## config.mk

```make
export PLATFORM = sky130hd
export DESIGN_NAME = port_d_pin_mux
export DESIGN_NICKNAME = d
export VERILOG_FILES = /design/src/core/port_d_pkg.sv /design/src/core/port_d_pin_mux.sv
export SDC_FILE = /design/constraint.sdc
export NUM_CORES = 1
export LEC_CHECK = 0
export BUFFER_PORTS_ARGS = -buffer_cell sky130_fd_sc_hd__buf_2
export CAP_MARGIN = 10
export CORE_MARGIN = 2
export CORE_UTILIZATION = 44
export CTS_CLUSTER_SIZE = 24
export DETAILED_ROUTE_END_ITERATION = 6
export PLACE_DENSITY = 0.73
export RECOVER_POWER = 50
export REMOVE_ABC_BUFFERS = 1
export SLEW_MARGIN = 20
export SYNTH_ARGS = -nofsm -noshare
export SYNTH_HDL_FRONTEND = slang
export SYNTH_SLANG_ARGS = --single-unit
```

## constraint.sdc

```tcl
create_clock -name core_clk -period 1.8 [get_ports core_clk]
set_input_delay 0.36 -clock core_clk [delete_from_list [all_inputs] [get_ports core_clk]]
set_output_delay 0.36 -clock core_clk [all_outputs]
set_load 0.01 [all_outputs]
```

## src/core/port_d_pkg.sv

```systemverilog
`default_nettype none
package port_d_pkg;
   localparam int REG_W = 16;
   localparam int ADDR_W = 2;
   localparam int PIN_N = 32;
   localparam int UPPER_BASE = 16;
   localparam int SEL_A_BASE = 24;
   localparam int FIELD_W = 2;
   localparam int SYNC_DEPTH = 2;
   localparam logic [1:0] ADDR_UPPER_DIR = 2'h0;
   localparam logic [1:0] ADDR_LOWER_DIR = 2'h1;
   localparam logic [1:0] ADDR_SEL_A = 2'h2;
   localparam logic [1:0] ADDR_SEL_B = 2'h3;
   localparam logic [15:0] DIR_RESET = 16'h0000;
   localparam logic [15:0] SEL_RESET = 16'h0000;
   // pins 31..24: which peripheral functions survive single-chip mode
   localparam logic [7:0] SC_PERIPH_OK = 8'h80;
   // pins 31..24: peripheral function is an output (else an input)
   localparam logic [7:0] PERIPH_IS_OUT = 8'h7c;
   localparam int PIN_TRIG = 31;
   localparam int PIN_IRQ_ACK = 30;
   localparam int PIN_CS3 = 29;
   localparam int PIN_CS2 = 28;
   localparam int PIN_DMA_REQ_CH1 = 25;
   localparam int PIN_DMA_REQ_CH0 = 24;

   typedef enum logic [1:0] {
      CODE_GPIO = 2'h0,
      CODE_BUS = 2'h1,
      CODE_PERIPH = 2'h2,
      CODE_RSVD = 2'h3
   } pin_code_t;

   typedef enum logic [1:0] {
      ROLE_GPIO = 2'h0,
      ROLE_BUS = 2'h1,
      ROLE_PERIPH = 2'h3
   } pin_role_t;

   typedef struct packed {
      logic write;
      logic read;
      logic [ADDR_W-1:0] addr;
      logic [REG_W-1:0] wdata;
   } reg_req_t;

   typedef struct packed {
      logic irq_ack;
      logic cs3_n;
      logic cs2_n;
      logic dma_ack_ch1;
      logic dma_ack_ch0;
   } periph_out_t;

   typedef struct packed {
      logic conv_trig;
      logic dma_req_ch1;
      logic dma_req_ch0;
   } periph_in_t;

   typedef struct packed {
      logic [PIN_N-1:0] out;
      logic [PIN_N-1:0] oe;
   } pad_drive_t;
endpackage
`default_nettype wire

```

## src/core/port_d_pin_mux.sv

```systemverilog
// What this block does
// - upper gpio pin: direction bit 1 drives, 0 inputs
// - lower gpio pin: direction bit 1 drives, 0 inputs
// - upper direction register maps pins 31..16
// - lower direction register maps pins 15..0
// - upper direction bit ignored unless pin is gpio
// - lower direction bit ignored unless pin is gpio
// - direction registers clear only on power-on reset
// - control registers clear only on power-on reset
// - small package: registers accessible, upper pins untouched
// - two-bit fields; select a 31..24, b 23..16
// - operating mode overrides stored field selections
// - pin 31: gpio, bus bit, conversion trigger
// - pin 30: gpio, bus bit, interrupt acknowledge
// - pin 29: gpio, bus bit, chip select 3
// - single chip drops bus; wide bus forces bus
// - pin 28: gpio, bus bit, chip select 2
// - pins 27..24: dma acknowledge and request functions
//
// Added by the designer: the register offsets and the strobed register port.
`default_nettype none
module port_d_pin_mux #(
   parameter bit HAS_UPPER_PINS = 1'b1,
   parameter int REG_W = port_d_pkg::REG_W
) (
   // clock and power-on reset
   input wire logic core_clk,
   input wire logic rstn,
   // register port
   input wire port_d_pkg::reg_req_t reg_req,
   output logic [port_d_pkg::REG_W-1:0] rd_data,
   // operating mode straps, asynchronous
   input wire logic mode_single_chip,
   input wire logic mode_wide_bus,
   // pads
   input wire logic [port_d_pkg::PIN_N-1:0] pad_in,
   output port_d_pkg::pad_drive_t pad_drive,
   // port data logic
   input wire logic [port_d_pkg::PIN_N-1:0] gpio_out,
   output logic [port_d_pkg::PIN_N-1:0] gpio_in,
   // external data bus
   input wire logic [port_d_pkg::PIN_N-1:0] data_bus_out,
   input wire logic data_bus_oe,
   output logic [port_d_pkg::PIN_N-1:0] data_bus_in,
   // lower pin functions chosen elsewhere
   input wire logic [port_d_pkg::REG_W-1:0] lower_is_gpio,
   input wire logic [port_d_pkg::REG_W-1:0] lower_alt_out,
   input wire logic [port_d_pkg::REG_W-1:0] lower_alt_oe,
   // peripherals
   input wire port_d_pkg::periph_out_t periph_out,
   output port_d_pkg::periph_in_t periph_in
);

   if (REG_W != port_d_pkg::REG_W)
   begin : g_check
      $error("port_d_pin_mux serves only 16-bit registers");
   end

   // registers; rstn is the external power-on reset only, so manual and
   // watchdog resets, standby and sleep leave them untouched
   logic [15:0] port_d_upper_direction;
   logic [15:0] port_d_lower_direction;
   logic [15:0] port_d_upper_function_select_a;
   logic [15:0] port_d_upper_function_select_b;

   // synchronisers
   logic [port_d_pkg::PIN_N-1:0] pad_meta;
   logic [port_d_pkg::PIN_N-1:0] pad_sync;
   logic [1:0] mode_meta;
   logic [1:0] mode_sync;
   logic single_chip;
   logic wide_bus;

   // decode
   logic wr_upper_dir;
   logic wr_lower_dir;
   logic wr_sel_a;
   logic wr_sel_b;
   logic [15:0] next_rd_data;
   port_d_pkg::pin_role_t role [port_d_pkg::PIN_N];
   logic [7:0] periph_vec;
   port_d_pkg::pad_drive_t next_pad_drive;
   logic [port_d_pkg::PIN_N-1:0] next_data_bus_in;
   port_d_pkg::periph_in_t next_periph_in;

   // reserved code falls back to gpio, so nothing undefined is driven
   function automatic port_d_pkg::pin_role_t resolve(
      input logic [1:0] code,
      input logic sc,
      input logic wide,
      input logic sc_ok,
      input logic has_periph
   );
      port_d_pkg::pin_role_t r;
      r = port_d_pkg::ROLE_GPIO;
      if (wide)
      begin
         r = port_d_pkg::ROLE_BUS;
      end
      else
      begin
         case (code)
            port_d_pkg::CODE_GPIO: r = port_d_pkg::ROLE_GPIO;
            port_d_pkg::CODE_BUS: r = sc ? port_d_pkg::ROLE_GPIO : port_d_pkg::ROLE_BUS;
            port_d_pkg::CODE_PERIPH:
               r = (has_periph && (!sc || sc_ok)) ? port_d_pkg::ROLE_PERIPH
                   : port_d_pkg::ROLE_GPIO;
            default: r = port_d_pkg::ROLE_GPIO;
         endcase
      end
      return r;
   endfunction

   assign single_chip = mode_sync[0];
   assign wide_bus = mode_sync[1] & ~mode_sync[0];

   assign wr_upper_dir = reg_req.write && (reg_req.addr == port_d_pkg::ADDR_UPPER_DIR);
   assign wr_lower_dir = reg_req.write && (reg_req.addr == port_d_pkg::ADDR_LOWER_DIR);
   assign wr_sel_a = reg_req.write && (reg_req.addr == port_d_pkg::ADDR_SEL_A);
   assign wr_sel_b = reg_req.write && (reg_req.addr == port_d_pkg::ADDR_SEL_B);

   assign next_rd_data = !reg_req.read ? 16'h0000 :
      (reg_req.addr == port_d_pkg::ADDR_UPPER_DIR) ? port_d_upper_direction :
      (reg_req.addr == port_d_pkg::ADDR_LOWER_DIR) ? port_d_lower_direction :
      (reg_req.addr == port_d_pkg::ADDR_SEL_A) ? port_d_upper_function_select_a :
      port_d_upper_function_select_b;

   // peripheral output sources for pins 31..24
   assign periph_vec = {1'b0, periph_out.irq_ack, periph_out.cs3_n, periph_out.cs2_n,
      periph_out.dma_ack_ch1, periph_out.dma_ack_ch0, 2'h0};

   // lower pins: direction only counts while the pin is gpio
   for (genvar i = 0; i < 16; i++)
   begin : g_lower
      assign role[i] = lower_is_gpio[i] ? port_d_pkg::ROLE_GPIO : port_d_pkg::ROLE_PERIPH;
      assign next_pad_drive.oe[i] = lower_is_gpio[i] ? port_d_lower_direction[i]
                                    : lower_alt_oe[i];
      assign next_pad_drive.out[i] = lower_is_gpio[i] ? gpio_out[i] : lower_alt_out[i];
      assign next_data_bus_in[i] = 1'b0;
   end

   // pins 23..16: no peripheral function here, so code 10 falls back to gpio
   for (genvar i = 16; i < 24; i++)
   begin : g_mid
      assign role[i] = resolve(port_d_upper_function_select_b[2*(i-16) +: 2],
         single_chip, wide_bus, 1'b0, 1'b0);
   end

   // pins 31..24 follow select a
   for (genvar i = 24; i < 32; i++)
   begin : g_high
      assign role[i] = resolve(port_d_upper_function_select_a[2*(i-24) +: 2],
         single_chip, wide_bus, port_d_pkg::SC_PERIPH_OK[i-24], 1'b1);
   end

   for (genvar i = 16; i < 32; i++)
   begin : g_upper
      logic oe_sel;
      logic out_sel;
      always_comb
      begin
         oe_sel = 1'b0;
         out_sel = 1'b0;
         case (role[i])
            port_d_pkg::ROLE_GPIO:
            begin
               oe_sel = port_d_upper_direction[i-16];
               out_sel = gpio_out[i];
            end
            port_d_pkg::ROLE_BUS:
            begin
               oe_sel = data_bus_oe;
               out_sel = data_bus_out[i];
            end
            port_d_pkg::ROLE_PERIPH:
            begin
               if (i >= 24)
               begin
                  oe_sel = port_d_pkg::PERIPH_IS_OUT[(i >= 24) ? i-24 : 0];
                  out_sel = periph_vec[(i >= 24) ? i-24 : 0];
               end
            end
            default:
            begin
               oe_sel = 1'b0;
               out_sel = 1'b0;
            end
         endcase
      end
      // without the upper pins the registers still work but reach no pad
      assign next_pad_drive.oe[i] = HAS_UPPER_PINS & oe_sel;
      assign next_pad_drive.out[i] = HAS_UPPER_PINS & out_sel;
      assign next_data_bus_in[i] = (role[i] == port_d_pkg::ROLE_BUS) & pad_sync[i];
   end

   assign next_periph_in.conv_trig = (role[port_d_pkg::PIN_TRIG] == port_d_pkg::ROLE_PERIPH)
      & pad_sync[port_d_pkg::PIN_TRIG];
   assign next_periph_in.dma_req_ch1 = (role[port_d_pkg::PIN_DMA_REQ_CH1] == port_d_pkg::ROLE_PERIPH)
      & pad_sync[port_d_pkg::PIN_DMA_REQ_CH1];
   assign next_periph_in.dma_req_ch0 = (role[port_d_pkg::PIN_DMA_REQ_CH0] == port_d_pkg::ROLE_PERIPH)
      & pad_sync[port_d_pkg::PIN_DMA_REQ_CH0];

   always_ff @(posedge core_clk or negedge rstn)
   begin
      if (!rstn)
      begin
         port_d_upper_direction <= port_d_pkg::DIR_RESET;
         port_d_lower_direction <= port_d_pkg::DIR_RESET;
      end
      else
      begin
         if (wr_upper_dir)
            port_d_upper_direction <= reg_req.wdata;
         if (wr_lower_dir)
            port_d_lower_direction <= reg_req.wdata;
      end
   end

   always_ff @(posedge core_clk or negedge rstn)
   begin
      if (!rstn)
      begin
         port_d_upper_function_select_a <= port_d_pkg::SEL_RESET;
         port_d_upper_function_select_b <= port_d_pkg::SEL_RESET;
      end
      else
      begin
         if (wr_sel_a)
            port_d_upper_function_select_a <= reg_req.wdata;
         if (wr_sel_b)
            port_d_upper_function_select_b <= reg_req.wdata;
      end
   end

   // pads and straps cross in from outside: two flops before any use
   always_ff @(posedge core_clk or negedge rstn)
   begin
      if (!rstn)
      begin
         pad_meta <= '0;
         pad_sync <= '0;
         mode_meta <= 2'h0;
         mode_sync <= 2'h0;
      end
      else
      begin
         pad_meta <= pad_in;
         pad_sync <= pad_meta;
         mode_meta <= {mode_wide_bus, mode_single_chip};
         mode_sync <= mode_meta;
      end
   end

   always_ff @(posedge core_clk or negedge rstn)
   begin
      if (!rstn)
      begin
         rd_data <= 16'h0000;
         pad_drive <= '0;
         gpio_in <= '0;
         data_bus_in <= '0;
         periph_in <= '0;
      end
      else
      begin
         rd_data <= next_rd_data;
         pad_drive <= next_pad_drive;
         gpio_in <= pad_sync;
         data_bus_in <= next_data_bus_in;
         periph_in <= next_periph_in;
      end
   end
endmodule
`default_nettype wire

```

======== After elaboration in Yosys (flattened, before gate mapping) ========
Index checks and enable logic that the tools add are counted.
W data, S select, Z words.
word-level totals
  flip-flop bits (word level) ............. 263
  bits in latches ......................... 0
  RAM bits ................................ 0
  memory bits (read-only) ................. 0
  output and inout bits ................... 147
  logic and storage cells ................. 211
  memories ................................ 0
cells by class
  add/subtract/negate cells ............... 0
  $mul .................................... 0
  divide/modulo/power cells ............... 0
  order comparisons ....................... 0
  equality and inequality tests ........... 51
  shifts and indexed selects .............. 0
  multiplexer cells ....................... 102
  bitwise gates (word level) .............. 21
  reductions and logical operators ........ 21
operators with widths
  operator              number
  $eq A2 B1 Y1 const B  33
  $mux W16              4
  $mux W2               22
  $pmux W1 S2           22
  $eq A2 B2 Y1 const B  18
  $mux W1               36
  $logic_not A2 Y1      17
  $pmux W2 S2           8
  $pmux W1 S3           10
  $and A1 B1 Y1         20
  $logic_and A1 B1 Y1   4
  $not A1 Y1            1

======== Depth between registers and ports, before layout ========
Gate-level depths: netlist of the first run.
  depth after elaboration ................. 5
  gate-level depth with buffers ........... 6
  depth with buffers taken out ............ 5

======== Worst setup path before layout of the first run ========
Ideal clock, no wire load.
  kind .................................... flip-flop to flip-flop
  start ................................... register port_d_upper_function_select_a[6]
  end ..................................... register pad_drive[27] (netlist name)
  arrival ................................. 1.435 ns
  path slack .............................. 0.247 ns
  cell stages (with the launch flop) ...... 6
  cells stage by stage .................... dfrtp_1 -> inv_1 -> ha_1 -> or4b_1 -> a21oi_1 -> nor2_1
on the way
  longest elaborated chain between the ends .. 5
ends and longest elaborated chain
  what                                          line                   source
  start, declared                               port_d_pin_mux.sv:63   logic [15:0] port_d_upper_function_select_a;
  start signal, assigned                        port_d_pin_mux.sv:223  port_d_upper_function_select_a <= port_d_pkg::SEL_RESET;
  start signal, assigned                        port_d_pin_mux.sv:229  port_d_upper_function_select_a <= reg_req.wdata;
  $eq A2 B2 Y1 or $eq A2 B1 Y1 (tied branches)  port_d_pin_mux.sv:102  case (code)
  $pmux W2 S2 (*)                               port_d_pin_mux.sv:102
  $mux W2 (*)                                   port_d_pin_mux.sv:96   if (wide)
  $eq A2 B2 Y1, or another cell as far along    port_d_pin_mux.sv:164  case (role[i])
  $pmux W1 S3 (*)                               port_d_pin_mux.sv:164
  net g_upper[27].oe_sel                        port_d_pin_mux.sv:158  logic oe_sel;
  end signal, assigned                          port_d_pin_mux.sv:267  pad_drive <= next_pad_drive;
  end, declared                                 port_d_pin_mux.sv:37   output port_d_pkg::pad_drive_t pad_drive,
The timed path passes the listed nets; every way through them passes the cells marked *.
A chain may end at the register's enable or synchronous reset.

======== Worst setup path in the final report of the first run ========
Ends and elaborated chain as after synthesis.

==> impl_results.md, run 1 <==
- Worst-skew pair later-pin latency: between 500 and 600 ps
- Critical path class: flip-flop to flip-flop
- RR Startpoint: port_d_upper_function_select_a[6]
- Die Ht: 152 um
- H-tree lvl count: 1
- Vias: between 5000 and 6000
- Reg power frac: between 40% and 50%
- DR vias/cell: 4.72
- Hold Path End: pad_drive[62]
- Mapped Cells: between 600 and 700
- Final Max Slew Viols: 0
- Core ar.: ~0.022 sq mm
- Combinational share of power: between 10% and 20%
- Hold WC Path Type: input port to flip-flop
- MaxCap Viol Count: 0
- Clock Tree Buf Depth: 3
- Net Switching: around 3.7 mW
- Finished Core Util: ~59%
- Design area: ~0.013 sq mm
- Area leader, netlist: dfrtp_1
- Cell variety after synth: 42
- Clock Skews: about 24 ps
- Clk slew on worst S/H paths: around 60 ps
- Cell depth of the worst flop-to-flop path: 5
- Routed WL: ~22000 um
- Area grow syn2layout: 32.7%
- Mean Syn Cell Area: 16.0 sq um
- Routability cong.: between 0.7 and 0.8
- Placement Setup Slack: 110 ps
- Reg2Reg Setup Slack: between 150 and 200 ps
- # port buffers: around 290
- #FFs+latches synth: approximately 260
- Share of cells above drive strength 1: a little under 50%
- Fin crit share: between 90% and 100%
- Met2 GRT Util: around 32%
- Diodes inserted: 0
- Routed wire length per instance: 17.2 um
- Cell Int Power: around 11 mW
- Initial Util: roughly 44%
- CTS tree: done
- Die width: 152 um
- Mapped cell area: around 0.0096 sq mm
- Drt pass-1 iters: 4
- Most Crowded Layer GR: met2
- Die area: 0.0231 sq mm
- Fmax: around 600 MHz
- CTS root buf: clkbuf_16
- Clock share of power: roughly two fifths
- Yosys top cell area share: 68.2%
- Min-delay src: periph_out[4]
- Worst path required time: roughly 2200 ps
- Yosys warning count: 0
- First-pass GRT wire length: 34300 um
- Register area share after synthesis: roughly two thirds
- Top-level I/O count: 321
- Number of remaining DRC errors: 0
- GR Util met3: ~4.3%
- Post-detailed-route count of antenna-violating nets: 0
- Post-route minimum period: 1640 ps
- Hold WS: about 32 ps
- Global Route Usage Sum: roughly a fifth
- Commonest non-fill, non-tap cell in the layout: buf_2
- Setup bufs post-CTS: 0
- Critical Path Start Type: flip-flop
- Final-layout fill cell count: ~1700
- Max_slew headroom: 45.6%
- Final setup margin: around 160 ps
- Synth area leaders: dfrtp_1 68%, mux2_2 13%, mux4_2 3.7%
- Total CTS buffers: 28
- RSZ-0062 raised after global routing: no
- Setup TNS Final: 0 ps
- Routing usage on met1: 23.7%
- Worst-margin pin slew: just over 800 ps
- Vias in the first global route: around 6300
- Overflow after GRT: 0
- WHS Path Cells: 3
- Final hold viol count: 0
- Switching share of total power: approximately a quarter
- Worst path arrival time: 2060 ps
- Status: finished, final reports clean
- Detailed Route Iter0 Violations: 240
- PD cells: between 1000 and 1500 mW/mm^2
- Dpl cell area: between 0.01 and 0.015 sq mm
- # setup viols final: 0
- Largest net degree at the start of global routing: 69
- Setup crit end kind: flip-flop
- Worst r2r dst: pad_drive[27]
- Leakage power: around 6.3 nW
- Row count: 54
- Detailed placer's ending HPWL: between 10000 and 15000 um
- CP Max Fanout: 5
- Maximum VDD drop: around 0.81 mV
- Antenna violations before repair: 0
- Commonest non-fill, non-tap cells in the layout: 271 x buf_2, 263 x dfrtp_1, 109 x mux2_2, 35 x inv_1, 35 x dlygate4sd3_1
- Fin nets: 1151
- Clk sinks: roughly 260
[kinds of logic (layout without fill, tap and decap cells)]
family / count (synthesis) / after routing / synth area share (%)
simple gates: 84 / 84 / 5.50
flops: 263 / 263 / 68.2
buf+inv: 68 / 432 / 3.79
fa+ha+maj: 16 / 16 / 2.08
compound gates: 39 / 39 / 3.15
mux: 132 / 132 / 17.2
other cells: 1 / 16 / 0.0389
[worst max-delay path by stage]
| stage | from | to | slack, ps |
|---|---|---|---|
| final | port_d_upper_function_select_a[6] | pad_drive[27] | 160 |
| after global routing | rstn | pad_drive[16] | 30 |
| after CTS | port_d_upper_function_select_a[6] | pad_drive[27] | 160 |
| after detailed placement | reg_req[17] | port_d_upper_function_select_a[5] | 110 |
| after global placement | reg_req[17] | port_d_upper_function_select_a[5] | 130 |
| after floorplan | mode_sync[0] | pad_drive[26] | 120 |
[routing by layer]
layer / wire (um) / up-vias
li1: - / 2768
met1: 8740 / 2957
met2: 11100 / 193
met3: 1390 / 34
met4: 466 / 0
met5: 0 / -
[synthesized netlist by cell type]
master / n
o31a_1: 4
mux2i_1: 6
o21ai_0: 3
conb_1: 1
ha_1: 16
and3b_1: 1
nor4b_2: 4
o311a_1: 1
a21boi_1: 1
buf_2: 4
inv_1: 35
a22o_1: 4
o31ai_1: 1
and2_1: 18
nor4_1: 1
clkbuf_1: 3
nor4bb_1: 1
nor2_1: 25
nand3b_4: 2
o41ai_1: 2
nand2_1: 9
a21oi_1: 3
o311ai_0: 4
o21bai_1: 1
buf_6: 2
o311ai_1: 4
or4b_1: 2
buf_4: 24
a211o_1: 1
nand3_2: 1
nor3b_2: 1
a21o_1: 8
nand2b_1: 11
nor3_1: 1
a31oi_1: 1
mux4_2: 16
o221ai_1: 1
nor2b_1: 1
and3_1: 2
dfrtp_1: 263
mux2_2: 110
nor3b_1: 4
[critical path: stages, from the launching register on]
cell and delay (ps):
dfrtp_1 380, inv_1 60, ha_1 340, or4b_1 550, a21oi_1 160, nor2_1 50
[flip-flops by register name (all words and copies together), names as in the netlist]
name                            count
port_d_upper_function_select_b     16
periph_in                           3
gpio_in                            32
mode_meta                           2
mode_sync                           2
port_d_upper_function_select_a     16
pad_sync                           32
pad_meta                           32
rd_data                            16
port_d_upper_direction             16
port_d_lower_direction             16
data_bus_in                        16
pad_drive                          64
[power groups by stage]
| stage | Clock (mW) | Combinational, mW | Sequential (mW) |
|---|---|---|---|
| floorplan | 0 | 0.999 | 7.11 |
| global placement | 0 | 2.08 | 7.00 |
| detailed placement | 0 | 2.14 | 7.02 |
| CTS | 6.12 | 2.21 | 6.93 |
| global route | 6.38 | 2.37 | 7.00 |
| finish | 5.98 | 2.16 | 6.92 |
[metrics by stage]
stage,power (mW),cells
after detailed placement,9.16,1176
after global routing,15.8,1262
after global placement,9.08,1176
after CTS,15.3,1262
final,15.1,1262
after floorplan,8.11,585
[timing repair]
action | in CTS | in global routing
hold buffers | 35 | 0
hold endpoints to repair | 75 | 0
resized for setup | 0 | 0
[layout make-up]
type                            instances  area [sq um]  area share, %
Timing Repair Buffer                  346          1990           15.6
Clock buffer                           38           798           6.24
Sequential cell                       263          6580           51.4
Tap cell                              280           350           2.74
Multi-Input combinational cell        287          2760           21.6
Clock inverter                         13           184           1.44
Inverter                               35           131           1.03
Note: power is estimated with default switching activity, not from simulation.
==> run 2, diff against run 1 <==
--- a/config.mk
+++ b/config.mk
@@ -8,10 +8,10 @@
 export BUFFER_PORTS_ARGS = -buffer_cell sky130_fd_sc_hd__buf_2
 export CAP_MARGIN = 10
 export CORE_MARGIN = 2
-export CORE_UTILIZATION = 44
+export CORE_UTILIZATION = 40
 export CTS_CLUSTER_SIZE = 24
 export DETAILED_ROUTE_END_ITERATION = 6
-export PLACE_DENSITY = 0.73
+export PLACE_DENSITY = 0.68
 export RECOVER_POWER = 50
 export REMOVE_ABC_BUFFERS = 1
 export SLEW_MARGIN = 20
==> impl_results.md, run 2 (synthesis results as in run 1) <==
- Hold WC Path Type: input port to flip-flop
- Critical Path Start Type: flip-flop
- Total power: 14.8 mW
- Initial Util: ~41%
- Max_slew headroom: between 40% and 50%
- H-tree lvl count: 1
- Vias in the first global route: approximately 6300
- Worst path required time: between 2000 and 2500 ps
- Fmax: 598 MHz
- Core ar.: between 0.02 and 0.025 sq mm
- Commonest non-fill, non-tap cell in the layout: buf_2
- Switching share of total power: 24.5%
- Buf/Inv on CP: 1
- Post-Place Cells: approximately 1200
- Hold buffers post-CTS: 35
- Largest Register: pad_drive
- Final hold viol count: 0
- Fin crit share: a little over 90%
- Die width: 159 um
- Top-level I/O count: 321
- Critical path class: flip-flop to flip-flop
- Combinational share of power: roughly 15%
- Vias: about 6000
- PD cells: between 1000 and 1500 mW/mm^2
- CP Max Fanout: 5
- Detailed placer's ending HPWL: about 16000 um
- Routability cong.: roughly 0.73
- Final Max Slew Viols: 0
- Net Switching: between 3 and 4 mW
- Share of cells above drive strength 1: about 47%
- Number of remaining DRC errors: 0
- Clk slew on worst S/H paths: 60 ps
- Design area: roughly 0.013 sq mm
- Diodes inserted: 0
- Leakage power: between 6 and 7 nW
- Reg power frac: a little under half
- # port buffers: 288
- First-pass GRT wire length: around 35000 um
- Cell Int Power: between 10 and 15 mW
- Setup crit end kind: flip-flop
- Slowest stage delay, CP: approximately 550 ps
- DR vias/cell: 4.63
- Max stage delay cell, worst path: or4b_1
- Die area: approximately 0.025 sq mm
- Routed wire length per instance: roughly 17 um
- Top delay family on crit path: simple AND/OR/NAND/NOR gates
- Clock Tree Buf Depth: 3
- Status: finished, final reports clean
- Clock Skews: about 16 ps
- Fin nets: approximately 1200
- Setup TNS Final: 0 ps
- Largest net degree at the start of global routing: 55
- Worst-margin pin slew: between 800 and 900 ps
- Area grow syn2layout: 32.3%
- Largest register FFs: 64
- # setup viols final: 0
- Total CTS buffers: 28
- CTS tree: done
- Detailed Route Iter0 Violations: around 200
- Global Route Usage Sum: between 10% and 20%
- Clk sinks: between 200 and 300
- Overflow after GRT: 0
- CTS root buf: clkbuf_16
- RSZ-0062 raised after global routing: no
- Setup bufs post-CTS: 0
- MaxCap Viol Count: 0
- Commonest non-fill, non-tap cells in the layout: 269 x buf_2, 263 x dfrtp_1, 110 x mux2_2, 35 x inv_1, 35 x dlygate4sd3_1
- Row count: 56
- Final-layout fill cell count: between 2000 and 2500
- Worst-skew pair later-pin latency: approximately 530 ps
- Die Ht: ~160 um
- CP cell instances: inv_1, ha_1, or4b_1, a21oi_1, nor2_1
- Post-CTS sizing: 0
- Post-route minimum period: roughly 1700 ps
- Post-detailed-route count of antenna-violating nets: 0
- Dpl cell area: 0.0116 sq mm
- Antenna violations before repair: 1
- Layout Cells excl Fill: 1302
- Routed WL: between 20000 and 25000 um
- Worst path arrival time: about 2100 ps
- Maximum VDD drop: 0.750 mV
- Drt pass-1 iters: 6
- Clock share of power: 38.6%
==> run 2: cell count changes in the layout (fill, tap and decap cells not counted), sizes merged <==
| cell | before | now |
|---|---|---|
| clkbuf | 60 | 68 |
| buf | 289 | 285 |
| clkinvlp | 3 | 0 |
| bufinv | 4 | 3 |
| inv | 35 | 36 |
==> run 2: metrics by stage <==
stage          utilization [%]  hold slack, ps  setup WS (ps)
2_1_floorplan                -            64.4            115
3_3_place_gp              49.3             314            148
3_5_place_dp              49.3             320            150
4_1_cts                   54.7            12.0            119
5_1_grt                   54.2            28.6           57.9
6_report                  54.2            38.4            127
==> run 2: area by class of cell <==
class | instances | area, sq um | share of cell area [%]
sequential | 263 | 6580 | 51.6
clock buffer | 39 | 783 | 6.14
multi-input combinational | 287 | 2740 | 21.5
clock inverter | 10 | 129 | 1.01
tap | 319 | 399 | 3.13
inverter | 35 | 131 | 1.03
timing repair buffer | 349 | 1990 | 15.6
==> run 2: power groups by stage <==
stage | logic (mW) | registers (mW) | clock network, mW
3_5_place_dp | 2.15 | 7.03 | 0
5_1_grt | 2.37 | 7.01 | 6.13
4_1_cts | 2.22 | 6.93 | 5.84
6_report | 2.15 | 6.92 | 5.70
2_1_floorplan | 0.999 | 7.11 | 0
3_3_place_gp | 2.10 | 7.00 | 0
==> run 2: worst register-to-register path, cell delays in order, from the launching register on <==
cell     delay, ps
dfrtp_1        400
inv_1           60
ha_1           350
or4b_1         550
a21oi_1        160
nor2_1          50
==> run 2: path summary, 6_finish.rpt <==
path / start / endpoint / slack [ps] / depth (start not counted)
max: port_d_upper_function_select_a[6] / pad_drive[27] / 130 / 5
min: periph_out[0] / pad_drive[58] / 40 / 3
max reg2reg: port_d_upper_function_select_a[6] / pad_drive[27] / 130 / 5
min reg2reg: pad_meta[12] / pad_sync[12] / 340 / 0
max in group asynchronous: rstn / gpio_in[2] / 330 / 3
min in group asynchronous: rstn / pad_meta[1] / 330 / 2
==> run 2: routing by layer <==
layer  up-vias  share of wire (%)  wire length (um)  GRT usage [%]
li1       2774                  -                 -              -
met1      3016                 40              8960           21.2
met2       211                 51             11200           30.7
met3        33                6.4              1410           4.45
met4         0                2.5               549           4.96
met5         -                  0                 0              0
